==> config.mk <==
export PLATFORM = sky130hd
export DESIGN_NAME = ecf_fetch_bus
export DESIGN_NICKNAME = d
export VERILOG_FILES = /design/src/hdl/ecf_pkg.sv /design/src/hdl/ecf_phase_timer.sv /design/src/hdl/ecf_fetch_bus.sv
export SDC_FILE = /design/constraint.sdc
export NUM_CORES = 1
export LEC_CHECK = 0
export BUFFER_PORTS_ARGS = -buffer_cell sky130_fd_sc_hd__buf_2
export CAP_MARGIN = 20
export CORE_ASPECT_RATIO = 0.75
export CORE_MARGIN = 4
export CORE_UTILIZATION = 50
export CTS_CLUSTER_SIZE = 16
export DETAILED_ROUTE_END_ITERATION = 8
export PLACE_DENSITY = 0.84
export SETUP_SLACK_MARGIN = 0.4
export SKIP_LAST_GASP = 1
export SLEW_MARGIN = 30
export SYNTH_ARGS = -nofsm -noshare
export SYNTH_HDL_FRONTEND = slang
export SYNTH_HIERARCHICAL = 1
export SYNTH_SLANG_ARGS = --single-unit
==> constraint.sdc <==
create_clock -name REF_CLK_I -period 2.7 [get_ports REF_CLK_I]
set_input_delay 0.135 -clock REF_CLK_I [delete_from_list [all_inputs] [get_ports REF_CLK_I]]
set_output_delay 0.135 -clock REF_CLK_I [all_outputs]
set_load 0.02 [all_outputs]
==> src/hdl/ecf_pkg.sv <==
// Purpose: shared constants and types for the external code fetch bus
// Assumes: one clock, REF_CLK_I is the oscillator clock
// Notes:   phase counts are in cpu clocks of one bus cycle
`default_nettype none
package ecf_pkg;
  // bus cycle length in cpu clocks
  localparam int unsigned CPU_CLKS_PER_CYCLE = 6;
  // oscillator periods per cpu clock in each mode
  localparam int unsigned OSC_PER_CPU_STD    = 2;
  localparam int unsigned OSC_PER_CPU_DBL    = 1;
  // cpu clock phases of one bus cycle
  localparam logic [2:0]  PH_ALE_END         = 3'h2; // strobe high in phases 0..1
  localparam logic [2:0]  PH_STROBE_START    = 3'h3; // store strobe low 3..5
  localparam logic [2:0]  PH_LAST            = 3'h5;
  // code space layout
  localparam int unsigned CODE_ADDR_W        = 16;
  localparam logic [15:0] ONCHIP_16K_TOP     = 16'h3fff;
  localparam logic [15:0] ONCHIP_32K_TOP     = 16'h7fff;

  // fetch request from the core
  typedef struct packed {
    logic [15:0] addr;     // code byte address
    logic        constant; // code constant read, not a fetch
  } ecf_req_s;

  // pin group facing the external memory
  typedef struct packed {
    logic [7:0] low_port_o;   // muxed address and data out
    logic [7:0] low_port_oe;  // low port output enable
    logic [7:0] high_port_o;  // upper address lines
    logic       ale_o;        // address latch strobe
    logic       program_store_strobe_n; // active low
  } ecf_pins_s;
endpackage : ecf_pkg
`default_nettype wire

==> src/hdl/ecf_phase_timer.sv <==
// Purpose: divides the oscillator into cpu clock ticks for one bus cycle
// Assumes: mode held stable while a cycle is running
// Notes:   tick marks the last oscillator period of each cpu clock
`default_nettype none
module ecf_phase_timer #(
  parameter int unsigned CNT_W = 2
) (
  input  wire logic clk_i,
  input  wire logic rst_i,
  input  wire logic run_i,       // bus cycle active
  input  wire logic dbl_i,       // double-speed mode
  output logic      tick_o       // end of one cpu clock
);
  import ecf_pkg::*;
  logic [CNT_W-1:0] cnt_reg;   // oscillator count in a cpu clock
  logic [CNT_W-1:0] cnt_next;
  logic [CNT_W-1:0] limit;     // last count of a cpu clock

  // limit per mode: two periods standard, one double-speed
  always_comb begin
    limit  = dbl_i ? CNT_W'(OSC_PER_CPU_DBL - 1) : CNT_W'(OSC_PER_CPU_STD - 1);
    tick_o = run_i && (cnt_reg == limit);
    if (!run_i || tick_o) begin
      cnt_next = '0;
    end else begin
      cnt_next = cnt_reg + CNT_W'(1);
    end
  end

  // register only
  always_ff @(posedge clk_i) begin
    if (rst_i) begin
      cnt_reg <= '0;
    end else begin
      cnt_reg <= cnt_next;
    end
  end
endmodule : ecf_phase_timer
`default_nettype wire

==> src/hdl/ecf_fetch_bus.sv <==
// Purpose: external code fetch bus of a small 8-bit controller
// Assumes: low port data input is asynchronous and synchronised here
// Notes:   one request per bus cycle; on-chip hits never touch the pins, except a fetch of the top on-chip byte
// Operation
// - low port low address, high port high
// - low port carries address then data
// - latch strobe marks valid low address
// - store strobe low only on external reads
// - each bus cycle is six cpu clocks
// - twelve or six oscillator periods per cycle
// - top on-chip fetch prefetches externally
// - top on-chip constant read stays internal
// - 16 or 32 Kbyte on-chip code
// - reset starts in standard clock mode
`default_nettype none
module ecf_fetch_bus #(
  parameter bit ONCHIP_32K = 1'b0 // variant: 32 Kbyte on-chip code
) (
  input  wire logic              REF_CLK_I,
  input  wire logic              RST_I,
  input  wire logic              DOUBLE_SPEED_MODE_I, // double-speed clock select
  input  wire logic              REQ_VALID_I,         // core request
  input  wire ecf_pkg::ecf_req_s REQ_I,
  output logic                   REQ_READY_O,         // request taken
  output logic                   RSP_VALID_O,         // one-cycle answer pulse
  output logic [7:0]             RSP_DATA_O,          // external byte read
  output logic                   RSP_EXTERNAL_O,      // answer came from pins
  input  wire logic [7:0]        LOW_PORT_I,          // muxed lines in
  output ecf_pkg::ecf_pins_s     PINS_O
);
  import ecf_pkg::*;

  typedef enum logic [0:0] {ECF_IDLE, ECF_BUS} ecf_state_e;

  ecf_state_e  state_reg, state_next;        // bus cycle state
  logic [2:0]  phase_reg, phase_next;        // cpu clock phase
  logic [15:0] addr_reg, addr_next;          // latched address
  logic        dbl_reg, dbl_next;            // mode latched per cycle
  logic [7:0]  data_reg, data_next;          // sampled byte
  logic        rsp_reg, rsp_next;            // answer pulse
  logic        ext_reg, ext_next;            // answer external flag
  logic [7:0]  sync1_reg, sync2_reg;         // low port synchroniser
  logic [15:0] top_addr;                     // highest on-chip byte
  logic        ext_hit;                      // request needs the pins
  logic        tick;                         // cpu clock boundary
  logic [3:0]  bus_len_reg, bus_len_next;    // check helper: periods in a cycle

  // on-chip size per variant
  assign top_addr = ONCHIP_32K ? ONCHIP_32K_TOP : ONCHIP_16K_TOP;
  // top byte fetch prefetches outside, constant read does not
  always_comb begin
    ext_hit = (REQ_I.addr > top_addr) ||
              ((REQ_I.addr == top_addr) && !REQ_I.constant);
  end

  // cpu clock divider
  ecf_phase_timer #(.CNT_W(2)) u_timer (
    .clk_i  (REF_CLK_I),
    .rst_i  (RST_I),
    .run_i  (state_reg == ECF_BUS),
    .dbl_i  (dbl_reg),
    .tick_o (tick)
  );

  // two-flop synchroniser on the external data lines
  always_ff @(posedge REF_CLK_I) begin
    if (RST_I) begin
      sync1_reg <= 8'h00;
      sync2_reg <= 8'h00;
    end else begin
      sync1_reg <= LOW_PORT_I;
      sync2_reg <= sync1_reg;
    end
  end

  assign REQ_READY_O = (state_reg == ECF_IDLE);

  // bus cycle sequencing
  always_comb begin
    state_next = state_reg;
    phase_next = phase_reg;
    addr_next  = addr_reg;
    dbl_next   = dbl_reg;
    data_next  = data_reg;
    rsp_next   = 1'b0;
    ext_next   = ext_reg;
    case (state_reg)
      ECF_IDLE: begin
        dbl_next = DOUBLE_SPEED_MODE_I;
        if (REQ_VALID_I) begin
          if (ext_hit) begin
            state_next = ECF_BUS;
            phase_next = 3'h0;
            addr_next  = REQ_I.addr;
          end else begin
            rsp_next   = 1'b1; // internal hit, pins untouched
            ext_next   = 1'b0;
          end
        end
      end
      ECF_BUS: begin
        if (tick) begin
          if (phase_reg == PH_LAST) begin // six cpu clocks done
            state_next = ECF_IDLE;
            data_next  = sync2_reg;       // sample before strobe rises
            rsp_next   = 1'b1;
            ext_next   = 1'b1;
          end else begin
            phase_next = phase_reg + 3'h1;
          end
        end
      end
      default: begin
        state_next = ECF_IDLE;
      end
    endcase
  end

  // state registers; reset in standard clock mode
  always_ff @(posedge REF_CLK_I) begin
    if (RST_I) begin
      state_reg <= ECF_IDLE;
      phase_reg <= 3'h0;
      addr_reg  <= 16'h0000;
      dbl_reg   <= 1'b0;
      data_reg  <= 8'h00;
      rsp_reg   <= 1'b0;
      ext_reg   <= 1'b0;
    end else begin
      state_reg <= state_next;
      phase_reg <= phase_next;
      addr_reg  <= addr_next;
      dbl_reg   <= dbl_next;
      data_reg  <= data_next;
      rsp_reg   <= rsp_next;
      ext_reg   <= ext_next;
    end
  end

  assign RSP_VALID_O    = rsp_reg;
  assign RSP_DATA_O     = data_reg;
  assign RSP_EXTERNAL_O = ext_reg;

  // pin outputs from registered state
  always_comb begin
    logic busy;
    busy = (state_reg == ECF_BUS);
    PINS_O.high_port_o = addr_reg[15:8];
    PINS_O.low_port_o  = addr_reg[7:0];
    // address while strobe high, released for data afterwards
    PINS_O.low_port_oe = (busy && phase_reg < PH_ALE_END) ? 8'hff : 8'h00;
    PINS_O.ale_o       = busy && (phase_reg < PH_ALE_END);
    PINS_O.program_store_strobe_n = !(busy && phase_reg >= PH_STROBE_START);
  end

  // check helper: counts oscillator periods spent in the running bus cycle,
  // so the standard length is judged on a counter, not a long repetition
  always_comb begin
    if (state_reg == ECF_BUS) begin
      bus_len_next = bus_len_reg + 4'h1; // one more period in the cycle
    end else begin
      bus_len_next = 4'h0;               // cleared between cycles
    end
  end

  // check helper register only
  always_ff @(posedge REF_CLK_I) begin
    if (RST_I) begin
      bus_len_reg <= 4'h0;
    end else begin
      bus_len_reg <= bus_len_next;
    end
  end

  // checks
  // a reset that cuts a cycle short is kept out of the length checks
  chk_strobe_idle: assert property (@(posedge REF_CLK_I) disable iff (RST_I)
    state_reg == ECF_IDLE |-> PINS_O.program_store_strobe_n)
    else $error("store strobe low outside bus cycle");
  chk_ale_address: assert property (@(posedge REF_CLK_I) disable iff (RST_I)
    PINS_O.ale_o |-> PINS_O.low_port_oe == 8'hff && PINS_O.low_port_o == addr_reg[7:0])
    else $error("latch strobe without address on low port");
  chk_addr_pins: assert property (@(posedge REF_CLK_I) disable iff (RST_I)
    state_reg == ECF_BUS |-> PINS_O.high_port_o == addr_reg[15:8] &&
    PINS_O.low_port_o == addr_reg[7:0])
    else $error("address pins differ from cycle address");
  chk_no_overlap: assert property (@(posedge REF_CLK_I) disable iff (RST_I)
    !PINS_O.program_store_strobe_n |-> PINS_O.low_port_oe == 8'h00 && !PINS_O.ale_o)
    else $error("low port driven during data phase");
  chk_std_length: assert property (@(posedge REF_CLK_I) disable iff (RST_I)
    $fell(state_reg == ECF_BUS) && !dbl_reg && !$past(RST_I) |->
    bus_len_reg == 4'(CPU_CLKS_PER_CYCLE * OSC_PER_CPU_STD))
    else $error("standard cycle not twelve oscillator periods");
  chk_dbl_length: assert property (@(posedge REF_CLK_I) disable iff (RST_I)
    $rose(state_reg == ECF_BUS) && dbl_reg |-> (state_reg == ECF_BUS) [*6] ##1
    state_reg == ECF_IDLE)
    else $error("double-speed cycle not six oscillator periods");
  chk_const_top: assert property (@(posedge REF_CLK_I) disable iff (RST_I)
    REQ_VALID_I && REQ_READY_O && REQ_I.constant && REQ_I.addr == top_addr
    |=> state_reg == ECF_IDLE && RSP_VALID_O && !RSP_EXTERNAL_O)
    else $error("top constant read went external");
  chk_fetch_top: assert property (@(posedge REF_CLK_I) disable iff (RST_I)
    REQ_VALID_I && REQ_READY_O && !REQ_I.constant && REQ_I.addr == top_addr
    |=> state_reg == ECF_BUS)
    else $error("top fetch did not prefetch externally");
  chk_sample: assert property (@(posedge REF_CLK_I) disable iff (RST_I)
    RSP_VALID_O && RSP_EXTERNAL_O |-> RSP_DATA_O == $past(sync2_reg) &&
    !$past(PINS_O.program_store_strobe_n))
    else $error("byte not sampled under store strobe");
  chk_reset_mode: assert property (@(posedge REF_CLK_I)
    $past(RST_I) |-> !dbl_reg)
    else $error("not standard mode after reset");

  cov_ext_std: cover property (@(posedge REF_CLK_I) disable iff (RST_I)
    RSP_VALID_O && RSP_EXTERNAL_O && !dbl_reg);
  cov_ext_dbl: cover property (@(posedge REF_CLK_I) disable iff (RST_I)
    RSP_VALID_O && RSP_EXTERNAL_O && dbl_reg);
  cov_internal: cover property (@(posedge REF_CLK_I) disable iff (RST_I)
    RSP_VALID_O && !RSP_EXTERNAL_O);
  // both kinds of access to the highest on-chip byte
  cov_top_fetch: cover property (@(posedge REF_CLK_I) disable iff (RST_I)
    REQ_VALID_I && REQ_READY_O && !REQ_I.constant && REQ_I.addr == top_addr);
  cov_top_const: cover property (@(posedge REF_CLK_I) disable iff (RST_I)
    REQ_VALID_I && REQ_READY_O && REQ_I.constant && REQ_I.addr == top_addr);
endmodule : ecf_fetch_bus
`default_nettype wire

==> impl_metrics.py <==
metrics = {
    "outcome": {
        "status": "completed",
    },
    "synthesis": {
        "synth_area_leaders": "dfxtp_1, nand2_1, mux2i_1",
        "seq_area_frac_synth": 0.511,
        "synth_nets": 232,
        "ys.flop_type": "dfxtp_1",
        "synth_warnings": 6,
        "syn_inst": 200,
        "yosys.area.top_type_share": 0.511,
        "ys_types": 36,
        "synth.avg_cell_area_sq_um": 9.60,
        "synth_area_leader_cell": "dfxtp_1",
        "synthesis.area_sq_mm": 0.00192,
        "ys_async_sr_fraction": 0,
        "synth-seq-cells": 49,
        "synth-edff-count": 0,
    },
    "floorplanning": {
        "row_count": 19,
        "die_h_um": 61.7,
        "start_util": 0.521,
        "num_io_pins": 66,
        "core_sq_mm": 0.00368,
        "die_w_um": 79.5,
        "die_area_sq_mm": 0.00490,
    },
    "flow_run": {
        "max-cap-violations": 0,
    },
    "hold_path": {
        "hold_depth": 2,
        "min_to": "sync1_reg[5]",
        "hold_start": "LOW_PORT_I[5]",
        "hold_class": "in -> reg",
    },
    "setup_path": {
        "crit_path_start_kind": "register",
        "critPathArrivalTime_ns": 1.74,
        "crit-reg2reg-launch": "state_reg",
        "reg2regPathDepth": 5,
        "crit_start": "state_reg",
        "ff2ff_setup_slack_ns": 0.89,
        "timing.rr.end": "RSP_DATA_O[7]",
        "worstPathRequired_ns": 2.57,
        "critPathKind": "reg -> out",
        "end_kind": "output pin",
        "cp_max_fo": 9,
    },
    "sta": {
        "finalCritPeriodShare": 0.693,
        "tightest_slew_ns": 0.720,
        "setup_ws_ns": 0.829,
        "skew_ns": 0.00724,
        "slew_headroom": 0.518,
        "setup_tns_ns": 0,
        "rsz0062_at_grt": "false",
        "setup_viol": 0,
        "whs_ns": 0.0403,
        "fmax_mhz": 534,
        "drv_slew": 0,
        "hold_viol": 0,
        "min_period_ns": 1.87,
    },
    "global_route": {
        "grt_max_degree": 35,
        "overflow": 0,
        "grt_pass1_wl_um": 5850,
        "grt_util_all_layers": 0.159,
        "antenna_found_initial": 0,
        "grt_pass1_vias": 1291,
    },
    "place": {
        "gp_congestion": 0.724,
        "hpwl_um": 2670,
        "port_buffers": 65,
        "place_ws_ns": 0.945,
    },
    "clocking": {
        "htree_levels": 2,
        "clock_path_buffers": 2,
        "post_cts_buffers": 0,
        "cts_num_sinks": 49,
        "cts_made_buffers": 5,
        "clock_latency_ns": 0.30,
        "cts_resized": 0,
        "postCtsHoldBufs": 0,
        "cts_tree": "yes",
        "clk_pin_slew_worst_paths_ns": 0.09,
        "root_buffer": "clkbuf_8",
    },
    "cells_and_area": {
        "drive_gt1_frac": 0.301,
        "n_fill_cell": 309,
        "layout_common_cells": "buf_2, dfxtp_1, nand2_1",
        "area_growth_pct": 19.9,
        "final_util": 0.625,
        "largest_reg_flops": 16,
        "fin_nets": 288,
        "final_common_cell": "buf_2",
        "num_antenna_cells": 0,
    },
    "routing": {
        "drc": 0,
        "wl_per_cell_um": 12.0,
        "num_vias": 1458,
        "final_antenna_net_count": 0,
        "drtIter0Drc": 75,
        "avgViaCountPerCell": 4.73,
        "drt_first_pass_iters": 4,
        "wirelength_um": 3710,
    },
    "power_and_ir_drop": {
        "finalPower_mw": 1.42,
        "peakVddDrop_v": 0.000501,
        "powerDensity_mw_per_mm2": 619,
        "p_leak_nw": 1.04,
    },
}
==> worst max-delay path by stage <==
stage / to / slack (ns) / cells past startpoint
6_report: PINS_O[1] / 0.83 / 3
5_1_grt: PINS_O[11] / 0.64 / 3
4_1_cts: PINS_O[15] / 0.80 / 3
3_5_place_dp: RSP_DATA_O[5] / 0.94 / 5
3_3_place_gp: RSP_DATA_O[2] / 0.99 / 5
2_1_floorplan: PINS_O[10] / 0.76 / 4
==> where the power goes <==
part           leakage, nW  internal, mW  switching, mW
clock network       0.0540         0.269          0.223
registers            0.401         0.752         0.0157
logic                0.588        0.0665         0.0979
==> cells in the mapped netlist (3+ instances only) <==
cell type and count:
nand2_1 48, dfxtp_1 49, nand3_1 4, o21ai_0 3
nor2_1 3, nor2b_1 19, a21oi_1 9, buf_4 8
inv_1 4, nand4_1 3, mux2i_1 15, ha_1 3
clkbuf_1 6
==> cells by family after synthesis <==
kind of cell             share of synthesized area
XOR/XNOR                                   0.00456
AND/OR/NAND/NOR                              0.239
buffers and inverters                       0.0717
AO/OA/AOI/OAI                               0.0756
adder cells (fa/ha/maj)                     0.0196
multiplexers                                0.0782
flip-flops                                   0.511
==> cell type report <==
cell class,count,area (sq um),share of cell area
flip-flops and latches,49,981,0.426
clock inverters,2,35.0,0.0152
clock buffers,5,68.8,0.0299
repair buffers,66,333,0.145
inverters,5,18.8,0.00815
multi-input cells,129,801,0.348
well taps,52,65.1,0.0283
==> stage by stage <==
| step | area [sq um] | std cells |
|---|---|---|
| after detailed placement | 2200 | 301 |
| after CTS | 2300 | 308 |
| after floorplan | 1920 | 200 |
| after global placement | 2200 | 301 |
| final | 2300 | 308 |
| after global routing | 2300 | 308 |
==> worst max-delay path, cell delays in order (launching register included) <==
cell and delay, ns:
dfxtp_1 0.51, inv_1 0.14, nor3_1 0.52, buf_2 0.27
==> layer usage <==
layer	wire, um	global-route usage
met1	1680	0.190
met2	1740	0.266
met3	254	0.0599
met4	35	0.0588
met5	0	0
Note: power is estimated with default switching activity, not from simulation.
